### src/hdl/regpage_pkg.sv
package regpage_pkg;

  // ----------------------------------------------------------------------
  // register offsets (full nine-bit register address)
  // ----------------------------------------------------------------------
  localparam logic [8:0] OFF_BUCK_B_SETTING_A     = 9'h0D9;
  localparam logic [8:0] OFF_BUCK_B_SETTING_B     = 9'h0DA;
  localparam logic [8:0] OFF_PAGE_CONTROL         = 9'h100;
  localparam logic [8:0] OFF_FUSE_LOAD_CONTROL    = 9'h101;
  localparam logic [8:0] OFF_HOST_INTERFACE_CONFIG = 9'h105;

  // ----------------------------------------------------------------------
  // field positions
  // ----------------------------------------------------------------------
  localparam int BIT_MODE_SEL         = 7;
  localparam int BIT_PAGE_AUTO_RETURN = 7;
  localparam int BIT_WRITE_REPEAT     = 6;
  localparam int BIT_EMU_LOAD_DONE    = 3;
  localparam int BIT_APP_RELOAD       = 2;
  localparam int BIT_FUSE_TIMING      = 0;
  localparam int BIT_DIR_POLARITY     = 3;

  // writable masks, reserved bits read zero
  localparam logic [7:0] MASK_PAGE_CONTROL      = 8'hC7;
  localparam logic [7:0] MASK_FUSE_LOAD_CONTROL = 8'h0D;
  localparam logic [7:0] MASK_HOST_INTERFACE    = 8'hFF;

  // ----------------------------------------------------------------------
  // reset values
  // ----------------------------------------------------------------------
  localparam logic [7:0] RST_BUCK_B_SETTING = 8'h00;
  localparam logic [7:0] RST_PAGE_CONTROL   = 8'h00;
  localparam logic [7:0] RST_FUSE_LOAD      = 8'h00;
  localparam logic [7:0] RST_HOST_INTERFACE = 8'h00;

  // ----------------------------------------------------------------------
  // page codes and address decode
  // ----------------------------------------------------------------------
  localparam logic [2:0] PAGE_LOW_HALF  = 3'h0;
  localparam logic [2:0] PAGE_HIGH_HALF = 3'h1;
  localparam logic [2:0] PAGE_UPPER     = 3'h2;
  localparam logic [3:0] NIBBLE_UNPROGRAMMED = 4'h0;

  // ----------------------------------------------------------------------
  // voltage code scale
  // ----------------------------------------------------------------------
  localparam logic [10:0] VOLT_BASE_MV = 11'h12C;
  localparam logic [3:0]  VOLT_STEP_MV = 4'hA;

  // ----------------------------------------------------------------------
  // carriers
  // ----------------------------------------------------------------------
  typedef struct packed {
    logic       valid;
    logic       write;
    logic       first;
    logic       two_wire;
    logic       upper_pair;
    logic [7:0] addr;
    logic [7:0] wdata;
  } access_req_t;

  typedef struct packed {
    logic       ack;
    logic       mapped;
    logic [7:0] rdata;
  } access_rsp_t;

  typedef struct packed {
    logic       auto_mode;
    logic [6:0] code;
  } buck_setting_t;

endpackage : regpage_pkg

### src/hdl/register_page_and_interface_config.sv
`timescale 1ns/100ps
`default_nettype none
module register_page_and_interface_config
#(
  parameter logic [3:0] DEFAULT_BASE_NIBBLE = 4'hD
)
(
  input  wire logic                        clock,
  input  wire logic                        rst_n,
  input  wire regpage_pkg::access_req_t    req,
  input  wire logic                        access_end,
  input  wire logic [6:0]                  two_wire_addr,
  input  wire logic                        four_wire_dir_bit,
  input  wire logic                        setting_b_select_pin,
  input  wire logic                        emulated_read_active,
  input  wire logic                        fuse_reload_done,
  input  wire logic [7:0]                  fuse_interface_value,
  input  wire logic                        fuse_lock_value,
  output regpage_pkg::access_rsp_t         rsp,
  output logic                             two_wire_addr_match,
  output logic                             two_wire_addr_upper,
  output logic                             two_wire_addr_read,
  output logic                             four_wire_is_read,
  output logic [3:0]                       active_base_nibble,
  output regpage_pkg::buck_setting_t       active_setting,
  output logic [10:0]                      active_millivolts,
  output logic                             fuse_reload_start,
  output logic                             fuse_marginal_read,
  output logic                             app_settings_lock
);
  import regpage_pkg::*;

  // ----------------------------------------------------------------------
  // pin synchroniser
  // ----------------------------------------------------------------------
  logic sel_meta;
  logic sel_sync;

  always_ff @(posedge clock or negedge rst_n)
  begin
    if (!rst_n)
    begin
      sel_meta <= 1'b0;
      sel_sync <= 1'b0;
    end
    else
    begin
      sel_meta <= setting_b_select_pin;
      sel_sync <= sel_meta;
    end
  end

  // ----------------------------------------------------------------------
  // register state
  // ----------------------------------------------------------------------
  buck_setting_t setting_a;
  buck_setting_t setting_b;
  logic [7:0]    page_control;
  logic [7:0]    fuse_load_control;
  logic [7:0]    host_interface_config;
  logic          lock_bit;
  logic          emu_active_q;
  logic [7:0]    addr_ptr;
  access_rsp_t   rsp_q;

  buck_setting_t next_setting_a;
  buck_setting_t next_setting_b;
  logic [7:0]    next_page_control;
  logic [7:0]    next_fuse_load_control;
  logic [7:0]    next_host_interface_config;
  logic          next_lock_bit;
  logic [7:0]    next_addr_ptr;
  access_rsp_t   next_rsp;
  logic          next_reload_start;

  // ----------------------------------------------------------------------
  // address mapping
  // ----------------------------------------------------------------------
  logic [7:0] cur_addr;
  logic [8:0] full_addr;
  logic       addr_ok;
  logic [2:0] page_sel;

  always_comb
  begin
    page_sel  = page_control[2:0];
    cur_addr  = req.first ? req.addr : addr_ptr;
    full_addr = 9'h000;
    addr_ok   = 1'b0;
    if (req.two_wire)
    begin
      // the upper address pair always lands in the upper block
      if (page_sel[1] || req.upper_pair)
      begin
        full_addr = {2'b10, cur_addr[6:0]};
        addr_ok   = !cur_addr[7] && !page_sel[2];
      end
      else
      begin
        full_addr = {1'b0, cur_addr};
        addr_ok   = !page_sel[2];
      end
    end
    else
    begin
      // only 7 address bits per four-wire frame, so three windows
      case (page_sel)
        PAGE_LOW_HALF:
        begin
          full_addr = {2'b00, cur_addr[6:0]};
          addr_ok   = 1'b1;
        end
        PAGE_HIGH_HALF:
        begin
          full_addr = {2'b01, cur_addr[6:0]};
          addr_ok   = 1'b1;
        end
        PAGE_UPPER:
        begin
          full_addr = {2'b10, cur_addr[6:0]};
          addr_ok   = 1'b1;
        end
        // production pages are left unmapped here
        default:
        begin
          full_addr = 9'h000;
          addr_ok   = 1'b0;
        end
      endcase
    end
  end

  // page control is mirrored at the first slot of every window,
  // otherwise a four-wire host stuck on page 0 could never leave it
  logic hit_page;
  logic hit_fuse;
  logic hit_iface;
  logic hit_set_a;
  logic hit_set_b;

  always_comb
  begin
    hit_page  = addr_ok && (full_addr[6:0] == OFF_PAGE_CONTROL[6:0]);
    hit_fuse  = addr_ok && (full_addr == OFF_FUSE_LOAD_CONTROL);
    hit_iface = addr_ok && (full_addr == OFF_HOST_INTERFACE_CONFIG);
    hit_set_a = addr_ok && (full_addr == OFF_BUCK_B_SETTING_A);
    hit_set_b = addr_ok && (full_addr == OFF_BUCK_B_SETTING_B);
  end

  // ----------------------------------------------------------------------
  // next state
  // ----------------------------------------------------------------------
  logic wr;

  always_comb
  begin
    wr                         = req.valid && req.write;
    next_setting_a             = setting_a;
    next_setting_b             = setting_b;
    next_page_control          = page_control;
    next_fuse_load_control     = fuse_load_control;
    next_host_interface_config = host_interface_config;
    next_lock_bit              = lock_bit;
    next_addr_ptr              = addr_ptr;
    next_reload_start          = 1'b0;
    next_rsp                   = '0;

    // clear of load done on leaving emulated read; a write of 1 wins
    if (emu_active_q && !emulated_read_active)
      next_fuse_load_control[BIT_EMU_LOAD_DONE] = 1'b0;

    // fuse loader answer: interface word and lock come back
    if (fuse_reload_done && fuse_load_control[BIT_APP_RELOAD])
    begin
      next_fuse_load_control[BIT_APP_RELOAD] = 1'b0;
      next_host_interface_config             = fuse_interface_value;
      next_lock_bit                          = fuse_lock_value;
    end

    // page_auto_return after the access closes, before any new write below
    if (access_end && page_control[BIT_PAGE_AUTO_RETURN])
      next_page_control[2:0] = PAGE_LOW_HALF;

    if (req.valid)
    begin
      next_rsp.ack    = 1'b1;
      next_rsp.mapped = hit_page | hit_fuse | hit_iface
                      | hit_set_a | hit_set_b;
      // repeated write keeps hammering one register
      if (wr && req.two_wire && page_control[BIT_WRITE_REPEAT])
        next_addr_ptr = cur_addr;
      else
        next_addr_ptr = cur_addr + 8'h01;
      unique case (1'b1)
        hit_page:  next_rsp.rdata = page_control;
        hit_fuse:  next_rsp.rdata = fuse_load_control;
        hit_iface: next_rsp.rdata = host_interface_config;
        hit_set_a: next_rsp.rdata = setting_a;
        hit_set_b: next_rsp.rdata = setting_b;
        default:   next_rsp.rdata = 8'h00;
      endcase
    end

    if (wr)
    begin
      if (hit_page)
        next_page_control = req.wdata & MASK_PAGE_CONTROL;
      if (hit_fuse)
      begin
        next_fuse_load_control = req.wdata & MASK_FUSE_LOAD_CONTROL;
        if (req.wdata[BIT_APP_RELOAD])
          next_reload_start = 1'b1;
      end
      if (hit_iface)
        next_host_interface_config = req.wdata & MASK_HOST_INTERFACE;
      if (hit_set_a)
        next_setting_a = req.wdata;
      if (hit_set_b)
        next_setting_b = req.wdata;
    end
  end

  // ----------------------------------------------------------------------
  // registers
  // ----------------------------------------------------------------------
  always_ff @(posedge clock or negedge rst_n)
  begin
    if (!rst_n)
    begin
      setting_a             <= RST_BUCK_B_SETTING;
      setting_b             <= RST_BUCK_B_SETTING;
      page_control          <= RST_PAGE_CONTROL;
      fuse_load_control     <= RST_FUSE_LOAD;
      host_interface_config <= RST_HOST_INTERFACE;
      lock_bit              <= 1'b0;
      emu_active_q          <= 1'b0;
      addr_ptr              <= 8'h00;
      rsp_q                 <= '0;
      fuse_reload_start     <= 1'b0;
    end
    else
    begin
      setting_a             <= next_setting_a;
      setting_b             <= next_setting_b;
      page_control          <= next_page_control;
      fuse_load_control     <= next_fuse_load_control;
      host_interface_config <= next_host_interface_config;
      lock_bit              <= next_lock_bit;
      emu_active_q          <= emulated_read_active;
      addr_ptr              <= next_addr_ptr;
      rsp_q                 <= next_rsp;
      fuse_reload_start     <= next_reload_start;
    end
  end

  // ----------------------------------------------------------------------
  // outputs
  // ----------------------------------------------------------------------
  logic [3:0]    base_nibble;
  buck_setting_t chosen;

  always_comb
  begin
    base_nibble = host_interface_config[7:4];
    if (base_nibble == NIBBLE_UNPROGRAMMED)
      base_nibble = DEFAULT_BASE_NIBBLE;
    chosen = sel_sync ? setting_b : setting_a;
  end

  assign rsp                 = rsp_q;
  assign active_base_nibble  = base_nibble;
  assign active_setting      = chosen;
  // 300 mV at code zero, 10 mV per step
  assign active_millivolts   = VOLT_BASE_MV
                             + 11'(chosen.code * VOLT_STEP_MV);
  assign fuse_marginal_read  = fuse_load_control[BIT_FUSE_TIMING];
  assign app_settings_lock   = lock_bit;
  // low three bits: 0 + pair bit + direction bit
  assign two_wire_addr_match = (two_wire_addr[6:3] == base_nibble)
                             && (two_wire_addr[2] == 1'b0);
  assign two_wire_addr_upper = two_wire_addr[1];
  assign two_wire_addr_read  = two_wire_addr[0];
  assign four_wire_is_read   = (four_wire_dir_bit
    == host_interface_config[BIT_DIR_POLARITY]);

endmodule : register_page_and_interface_config
`default_nettype wire

### config.mk
export PLATFORM = sky130hd
export DESIGN_NAME = register_page_and_interface_config
export DESIGN_NICKNAME = d
export VERILOG_FILES = /design/src/hdl/regpage_pkg.sv /design/src/hdl/register_page_and_interface_config.sv
export SDC_FILE = /design/constraint.sdc
export NUM_CORES = 1
export LEC_CHECK = 0
export ABC_CLOCK_PERIOD_IN_PS = 6900
export BUFFER_PORTS_ARGS = -buffer_cell sky130_fd_sc_hd__clkbuf_2
export CORE_ASPECT_RATIO = 1.75
export CORE_MARGIN = 1.5
export CORE_UTILIZATION = 42
export CTS_BUF_LIST = sky130_fd_sc_hd__clkbuf_8
export CTS_CLUSTER_DIAMETER = 30
export DETAILED_ROUTE_END_ITERATION = 10
export PLACE_DENSITY = 0.65
export SETUP_SLACK_MARGIN = 0.3
export SYNTH_ARGS = -nofsm -noshare
export SYNTH_HDL_FRONTEND = slang
export SYNTH_SLANG_ARGS = --single-unit
### constraint.sdc
create_clock -name clock -period 6.9 [get_ports clock]
set_input_delay 0 -clock clock [delete_from_list [all_inputs] [get_ports clock]]
set_output_delay 0 -clock clock [all_outputs]
set_load 0.1 [all_outputs]
==> flow_metrics.py, run 1 <==
metrics = {
    "clock_tree": {
        "clockBufferDepth": 2,
        "clockRootBuffer": "clkbuf_8",
        "cts_setup_buffers": 0,
        "cts_resized": 0,
        "htreeDepth": 2,
        "hold_buffers": 13,
        "cts-buffers-inserted": 5,
        "worstSkewPairLatency_ns": 0.32,
        "cts.sinks": 55,
        "cts_tree": "yes",
        "path_clk_slew_ns": 0.11,
    },
    "setup_path": {
        "cp-end-kind": "output port",
        "rrSetupSlack_ns": 3.92,
        "path_cells": "mux2_2 > ha_1 > ha_1 > a211oi_1 > nor2_1 > xor2_1 > a21oi_1 > a32o_1 > a221oi_1 > clkbuf_2",
        "crit_top_cell": "ha_1",
        "crit_buf_inv": 1,
        "critical_path.max_stage_delay_ns": 0.54,
        "cpLargestDelayFamily": "compound AO/OA/AOI/OAI gates",
        "worst-path-stages": 10,
        "cp_slowest_cell": "dfrtp_1",
        "crit_arrival_ns": 3.85,
        "cp_max_fo": 8,
        "startpoint_type": "register",
        "path_class": "reg2out",
        "reg2regPathDepth": 7,
        "cp.required_ns": 6.90,
    },
    "yosys": {
        "synth_seq_cells": 55,
        "yosysUniqueCellTypes": 61,
        "async_flop_share_pct": 100,
        "synth_flop_cell": "dfrtp_1",
        "synthXorXnorAreaFrac_pct": 4.74,
        "synth_top_family_by_area": "multiplexers",
        "syn_nets": 389,
        "synth_edf_count": 0,
        "syn_area_sq_um": 3510,
        "synth_compound_area_share_pct": 15.4,
        "muxShareOfSynthArea_pct": 18.9,
        "ys_seq_area_share_pct": 39.2,
        "yosysWarnings": 0,
        "synthSimpleGateAreaFrac_pct": 11.9,
        "syn_area_per_cell_sq_um": 10.6,
        "synthCells": 332,
        "synth_fa_ha_area_share_pct": 4.85,
    },
    "global_route": {
        "antenna_found_initial": 0,
        "grt_pass1_vias": 2845,
        "grt_usage_pct": 20.3,
        "grt_pass1_wl_microns": 13800,
        "grt-ovfl-total": 0,
        "grt_start_max_net_pins": 56,
    },
    "sta": {
        "rsz0062_at_grt": "false",
        "tightestPinTransition_ns": 0.728,
        "period_share_pct": 55.8,
        "final.setup.tns_ns": 0,
        "hold_viol": 0,
        "setup_viol": 0,
        "fmax_ghz": 0.260,
        "relSlewSlack_pct": 51.5,
        "min_period_ns": 3.85,
        "skew_ns": 0.0155,
        "drv_slew": 0,
        "setup_ws_ns": 3.05,
        "hold_ws_ns": 0.000730,
    },
    "power": {
        "ir_worst_vdd_mv": 0.139,
        "cellPowerDensity_nw_per_um2": 179,
        "p_clk_share_pct": 25.0,
        "power_switching_mw": 0.267,
        "comb_power_share_pct": 26.2,
        "fin_total_pwr_mw": 0.745,
        "p_int_mw": 0.478,
        "leakage_nw": 2.16,
        "sw_frac_of_total_pct": 35.9,
        "pwr-share-seq_pct": 48.8,
    },
    "run": {
        "maxCapViolations": 0,
    },
    "routing": {
        "avgRoutedWirePerCell_microns": 17.0,
        "vias": 2876,
        "drc": 0,
        "ant_nets": 0,
        "drt-total-wl_microns": 8680,
        "vias_per_cell": 5.65,
        "first_iter_violations": 132,
        "firstDrtPassIters": 4,
    },
    "die": {
        "die_area_sq_um": 8930,
        "io-pin-count": 84,
        "die_w_microns": 72.1,
        "start_util_pct": 42.8,
        "die_y_microns": 124,
        "row_count": 44,
        "core-area_sq_um": 8200,
    },
    "final_layout": {
        "mostFrequentLayoutCells": "78 x clkbuf_2, 55 x dfrtp_1, 34 x mux2_2",
        "diodes": 0,
        "layout.cells.most_common": "clkbuf_2",
        "final_nets": 473,
        "multi_input_area_sq_um": 1960,
        "area_growth_pct": 18.6,
        "fillers": 780,
        "layout-drive-gt1-share_pct": 34.5,
        "area.sequential_sq_um": 1380,
    },
    "placement": {
        "io_buffers": 78,
        "dp_hpwl_microns": 6510,
        "pre_cts_slack_ns": 3.40,
        "place.gp.congestion": 0.855,
    },
    "outcome": {
        "status": "complete, no violations",
    },
    "worst_hold_path": {
        "hp-class": "in2reg",
        "holdPathStages": 2,
    },
}
layout make-up:
| type | instances | area share [%] |
|---|---|---|
| inverters | 21 | 1.89 |
| clock buffers | 5 | 1.65 |
| well taps | 92 | 2.77 |
| multi-input cells | 240 | 47.2 |
| repair buffers | 93 | 12.9 |
| clock inverters | 3 | 0.571 |
| flip-flops and latches | 55 | 33.1 |
worst register-to-register path: stages, from the launching register on:
cell	delay, ns
dfrtp_1	0.43
nor4_1	0.27
nor2_1	0.07
or3_1	0.45
nor3_2	0.52
nand3_2	0.38
mux2i_1	0.21
dlygate4sd3_1	0.56
routing by layer:
metal | vias to the layer above | track usage, % | wire [microns]
li1 | 1380 | - | -
met1 | 1403 | 21.6 | 3310
met2 | 78 | 38.9 | 4800
met3 | 15 | 3.16 | 367
met4 | 0 | 8.02 | 194
met5 | - | 0 | 0
power groups by stage:
stage                     clock network, mW  registers [mW]  logic [mW]
after global routing                  0.205           0.367       0.212
final                                 0.186           0.364       0.195
after detailed placement                  0           0.370       0.190
after global placement                    0           0.370       0.187
after floorplan                           0           0.368       0.148
after CTS                             0.192           0.364       0.196
kinds of logic after synthesis:
family          after synthesis
compound gates               75
simple gates                 74
mux                          58
flops                        55
buf+inv                      37
xor+xnor                     19
fa+ha+maj                    13
other cells                   1
Yosys cell counts, types with 7 or more instances:
cell type,count,area [sq um]
xnor2_1,8,70.1
ha_1,12,150
nand2_1,15,56.3
inv_1,21,78.8
mux2_4,8,120
dfrtp_1,55,1380
a22oi_1,7,52.6
nor2_1,23,86.3
xor2_1,11,96.3
clkbuf_1,7,26.3
mux2_2,34,383
a21oi_1,16,80.1
mux2i_1,16,160
o21ai_0,13,65.1
registers in the layout, indices dropped and copies added, names as in the netlist, 3 cells and up:
register,cells
setting_a,8
addr_ptr,8
page_control,5
fuse_load_control,3
host_interface_config,8
rsp,10
setting_b,8
stage by stage:
step | cell area, sq um | instances | util [%]
3_3_place_gp | 3940 | 488 | 48.0
2_1_floorplan | 3510 | 332 | -
5_1_grt | 4160 | 509 | 50.7
6_report | 4160 | 509 | 50.7
4_1_cts | 4160 | 509 | 50.7
3_5_place_dp | 3940 | 488 | 48.0
path summary, 6_finish.rpt:
kind	startpoint	end
hold / removal	req[2]	host_interface_config[2]
setup / recovery	sel_sync	active_millivolts[10]
min in group asynchronous	rst_n	rsp[9]
max in group asynchronous	rst_n	addr_ptr[6]
hold reg to reg	sel_meta	sel_sync
setup reg to reg	addr_ptr[4]	host_interface_config[3]
No activity file was read; power rests on OpenSTA's default activity.
==> run 2: changes to the inputs <==
Settings changed: ABC_CLOCK_PERIOD_IN_PS 6900 to 3760.
Clock period 6.9 ns to 3.76 ns, I/O delays scaled along.
==> run 2 against run 1 <==
The flow now finishes with violations (negative hold slack). Sequential share of layout area is 2.4 points lower. Clock-buffer cell count rose by 1. Flip-flop and latch count stayed put. Worst hold slack got worse by 0.0021 ns. Critical path type unchanged. Largest cell class unchanged. Highest routed layer unchanged.
==> flow_metrics.py, run 2 (synthesized netlist as in run 1, its figures left out) <==
metrics = {
    "setup_path": {
        "path_class": "reg2out",
        "rrSetupSlack_ns": 0.97,
        "startpoint_type": "register",
        "cp.required_ns": 3.76,
        "cp-end-kind": "output port",
        "crit_arrival_ns": 3.37,
        "cp_max_fo": 7,
    },
    "global_route": {
        "grt-ovfl-total": 0,
        "grt_start_max_net_pins": 41,
        "grt_usage_pct": 20.4,
        "antenna_found_initial": 0,
        "grt_pass1_vias": 2962,
        "grt_pass1_wl_microns": 14100,
    },
    "routing": {
        "ant_nets": 0,
        "firstDrtPassIters": 5,
        "vias": 2917,
        "drt-total-wl_microns": 8950,
        "avgRoutedWirePerCell_microns": 17.3,
        "vias_per_cell": 5.64,
        "first_iter_violations": 136,
        "drc": 0,
    },
    "sta": {
        "hold_ws_ns": -0.00134,
        "final.setup.tns_ns": 0,
        "tightestPinTransition_ns": 0.611,
        "fmax_ghz": 0.297,
        "period_share_pct": 89.6,
        "relSlewSlack_pct": 58.8,
        "setup_viol": 0,
        "drv_slew": 0,
        "rsz0062_at_grt": "false",
        "min_period_ns": 3.37,
        "skew_ns": 0.00812,
        "hold_viol": 1,
    },
    "placement": {
        "io_buffers": 78,
        "dp_hpwl_microns": 6790,
        "place.gp.congestion": 0.900,
    },
    "die": {
        "core-area_sq_um": 8200,
        "io-pin-count": 84,
        "start_util_pct": 42.8,
        "die_area_sq_um": 8930,
        "die_y_microns": 124,
        "row_count": 44,
        "die_w_microns": 72.1,
    },
    "power": {
        "cellPowerDensity_nw_per_um2": 325,
        "ir_worst_vdd_mv": 0.205,
        "leakage_nw": 2.25,
    },
    "final_layout": {
        "area.sequential_sq_um": 1380,
        "mostFrequentLayoutCells": "76 x clkbuf_2, 54 x dfrtp_1, 28 x mux2_2",
        "final_nets": 481,
        "diodes": 0,
        "largest_register_ffs": 10,
        "multi_input_area_sq_um": 2170,
        "area_growth_pct": 27.8,
        "final_util_pct": 54.7,
        "fillers": 696,
        "layout-drive-gt1-share_pct": 40.2,
        "layout.cells.most_common": "clkbuf_2",
    },
    "clock_tree": {
        "clockBufferDepth": 2,
        "htreeDepth": 2,
        "cts-buffers-inserted": 5,
        "cts.sinks": 55,
        "worstSkewPairLatency_ns": 0.32,
        "clockRootBuffer": "clkbuf_8",
        "cts_tree": "yes",
        "path_clk_slew_ns": 0.10,
    },
    "outcome": {
        "violations": "negative hold slack",
        "status": "finished, violations left",
    },
    "run": {
        "maxCapViolations": 0,
    },
    "worst_hold_path": {
        "hp-class": "in2reg",
    },
}
-- run 2: changes by cell type in the layout (fill, tap and decap cells not counted), sizes merged --
cell         previous run  this run
clkbuf                 83        82
dlygate4sd3            13        15
bufinv                  0         1
buf                     2        10
clkinv                  0         1
inv                    22        21
clkinvlp                2         0
-- run 2: layout make-up --
type | instances | share of cell area [%]
multi-input cells | 240 | 48.3
flip-flops and latches | 55 | 30.7
repair buffers | 101 | 14.1
well taps | 92 | 2.57
clock buffers | 6 | 1.84
inverters | 21 | 1.76
clock inverters | 2 | 0.781
-- run 2: what timing repair did --
item | 4_1_cts | 5_1_grt
resized for setup | 6 | 10
hold endpoints to repair | 43 | 0
hold buffers | 15 | 0
pin swaps | 3 | 10
setup buffers | 3 | 3
setup endpoints to repair | 4 | 3
-- run 2: per-stage QoR --
step,instance area [sq um],std cells,hold WS (ns),total power [mW],setup WS (ns)
2_1_floorplan,3640,332,-0.296,0.955,0.150
3_3_place_gp,4090,488,-0.0481,1.03,0.394
3_5_place_dp,4090,488,-0.0510,1.04,0.326
4_1_cts,4410,514,0.000739,1.47,0.302
5_1_grt,4490,517,0.000711,1.52,0.304
6_report,4490,517,-0.00134,1.46,0.390
-- run 2: worst paths after layout --
path                                               from  cells past startpoint                        to
worst max-delay path                           sel_sync                     11      active_millivolts[9]
worst min-delay path            fuse_interface_value[0]                      3  host_interface_config[0]
worst max register to register              addr_ptr[2]                      6              setting_b[7]
worst min register to register                 sel_meta                      0                  sel_sync
max in group asynchronous                         rst_n                      3                  sel_sync
min in group asynchronous                         rst_n                      2                  sel_meta
-- run 2: worst max-delay path, cell delays in order (launching register included) --
cell	delay, ns
dfrtp_2	0.50
mux2_4	0.34
ha_4	0.25
ha_4	0.16
fa_2	0.38
a21o_1	0.21
a21o_1	0.22
xor2_2	0.18
a22oi_1	0.17
o211ai_1	0.22
xnor2_4	0.23
buf_12	0.19
-- run 2: report_power, final --
group | total [mW] | switching (mW) | internal (mW)
sequential | 0.669 | 0.0427 | 0.626
clock | 0.411 | 0.195 | 0.216
combinational | 0.378 | 0.250 | 0.128
-- run 2: layer usage --
metal	vias up	wire (microns)	global-route usage (%)
met5	-	0	0
met4	0	248	8.49
met3	18	266	2.75
met2	81	5060	39.2
met1	1425	3370	21.7
li1	1393	-	-
==> run 3: changes to the inputs <==
Settings changed: MAX_ROUTING_LAYER set to met4.
==> run 3 against run 2 <==
The flow now finishes without violations. Sequential power about the same. Final cell count unchanged. Routed wire length hardly changed. Via count shrank 0.55%. Worst setup slack got worse by 0.012 ns. Maximum frequency fell by 0.35%. Non-clock buffer count unchanged. Worst hold slack improved by 0.0022 ns. Core utilization is the same. Die area stayed put. Combinational power barely moved. Critical endpoint unchanged.
==> flow_metrics.py, run 3 (synthesized netlist as in run 1, its figures left out) <==
metrics = {
    "sta": {
        "drv_slew": 0,
        "setup_viol": 0,
        "tightestPinTransition_ns": 0.614,
        "hold_viol": 0,
        "fmax_ghz": 0.296,
        "skew_ns": 0.00949,
        "rsz0062_at_grt": "false",
        "period_share_pct": 89.9,
        "relSlewSlack_pct": 58.7,
        "min_period_ns": 3.38,
        "final.setup.tns_ns": 0,
    },
    "power": {
        "pwr-share-seq_pct": 45.8,
        "comb_power_share_pct": 25.9,
        "leakage_nw": 2.25,
        "fin_total_pwr_mw": 1.46,
        "ir_worst_vdd_mv": 0.207,
        "p_clk_share_pct": 28.4,
        "p_int_mw": 0.970,
        "sw_frac_of_total_pct": 33.6,
        "cellPowerDensity_nw_per_um2": 325,
        "power_switching_mw": 0.490,
    },
    "setup_path": {
        "path_class": "reg2out",
        "startpoint_type": "register",
        "regToRegEndpoint": "setting_b[7]",
        "cp-end-kind": "output port",
        "cp_max_fo": 7,
        "crit_arrival_ns": 3.38,
        "cp.required_ns": 3.76,
        "rrSetupSlack_ns": 0.96,
        "reg2regPathDepth": 6,
        "timing.rr.start": "addr_ptr[2]",
    },
    "global_route": {
        "grt_pass1_wl_microns": 14100,
        "grt_start_max_net_pins": 41,
        "antenna_found_initial": 0,
        "grt_pass1_vias": 2962,
        "grt_usage_pct": 20.9,
        "grt-ovfl-total": 0,
    },
    "routing": {
        "firstDrtPassIters": 5,
        "first_iter_violations": 143,
        "vias": 2901,
        "drt-total-wl_microns": 8950,
        "drc": 0,
        "vias_per_cell": 5.61,
        "avgRoutedWirePerCell_microns": 17.3,
        "ant_nets": 0,
    },
    "final_layout": {
        "mostFrequentLayoutCells": "76 x clkbuf_2, 54 x dfrtp_1, 28 x mux2_2",
        "final_util_pct": 54.7,
        "diodes": 0,
        "area.sequential_sq_um": 1380,
        "largest_register_ffs": 10,
        "area_growth_pct": 27.8,
        "fillers": 696,
        "multi_input_area_sq_um": 2170,
        "layout.cells.most_common": "clkbuf_2",
        "layout-drive-gt1-share_pct": 40.2,
        "final_nets": 481,
    },
    "worst_hold_path": {
        "hp-start": "two_wire_addr[0]",
        "holdPathEnd": "two_wire_addr_read",
        "holdPathStages": 0,
        "hp-class": "in2out",
    },
    "die": {
        "io-pin-count": 84,
        "die_y_microns": 124,
        "row_count": 44,
        "die_w_microns": 72.1,
        "core-area_sq_um": 8200,
        "start_util_pct": 42.8,
        "die_area_sq_um": 8930,
    },
    "placement": {
        "place.gp.congestion": 0.915,
        "io_buffers": 78,
        "dp_hpwl_microns": 6790,
    },
    "clock_tree": {
        "clockBufferDepth": 2,
        "cts.sinks": 55,
        "worstSkewPairLatency_ns": 0.32,
        "clockRootBuffer": "clkbuf_8",
        "path_clk_slew_ns": 0.10,
        "cts-buffers-inserted": 5,
        "cts_tree": "yes",
        "htreeDepth": 2,
    },
    "outcome": {
        "status": "complete, no violations",
    },
    "run": {
        "maxCapViolations": 0,
    },
}
==> run 3: worst max-delay path by stage <==
stage                     slack [ns]                startpoint  cells after the start                   end
after floorplan                 0.15  host_interface_config[5]                      4   two_wire_addr_match
after global placement          0.39                  sel_sync                     10  active_millivolts[9]
after detailed placement        0.33                  sel_sync                     10  active_millivolts[9]
after CTS                       0.30                  sel_sync                     11  active_millivolts[9]
after global routing            0.30                  sel_sync                     11  active_millivolts[9]
final                           0.38                  sel_sync                     11  active_millivolts[9]
==> run 3: power by group through the flow <==
stage | Combinational (mW) | Sequential (mW) | Clock (mW)
after CTS | 0.377 | 0.668 | 0.424
final | 0.378 | 0.668 | 0.414
after global placement | 0.353 | 0.678 | 0
after floorplan | 0.280 | 0.675 | 0
after global routing | 0.406 | 0.674 | 0.443
after detailed placement | 0.361 | 0.680 | 0
==> run 3: area by class of cell <==
cell class	instances	share of cell area, %
flip-flops and latches	55	30.7
well taps	92	2.57
clock buffers	6	1.84
clock inverters	2	0.781
repair buffers	101	14.1
inverters	21	1.76
multi-input cells	240	48.3
==> run 3: worst max-delay path, cell delays in order (launching register included) <==
cell and delay [ns]:
dfrtp_2 0.50, mux2_4 0.34, ha_4 0.25, ha_4 0.16
fa_2 0.38, a21o_1 0.21, a21o_1 0.22, xor2_2 0.18
a22oi_1 0.17, o211ai_1 0.22, xnor2_4 0.23, buf_12 0.19
==> run 3: what timing repair did <==
| item | CTS | global route |
|---|---|---|
| resized for setup | 6 | 10 |
| setup buffers | 3 | 3 |
| endpoints found under the hold margin | 43 | 0 |
| setup endpoints to repair | 4 | 3 |
| hold buffers | 15 | 0 |
| pin swaps | 3 | 10 |
==> run 3: layer usage <==
metal / GRT usage [%] / wire [microns] / vias up
li1: - / - / 1396
met1: 21.8 / 3380 / 1414
met2: 39.1 / 5080 / 71
met3: 2.67 / 234 / 20
met4: 8.49 / 246 / 0
met5: - / 0 / -
==> run 3: per-stage QoR <==
step / setup slack (ns) / area (sq um) / hold WS [ns] / std cells
final: 0.379 / 4490 / 0.000877 / 517
after global routing: 0.304 / 4490 / 0.000711 / 517
after CTS: 0.302 / 4410 / 0.000739 / 514
after detailed placement: 0.326 / 4090 / -0.0510 / 488
after global placement: 0.394 / 4090 / -0.0481 / 488
after floorplan: 0.150 / 3640 / -0.296 / 332
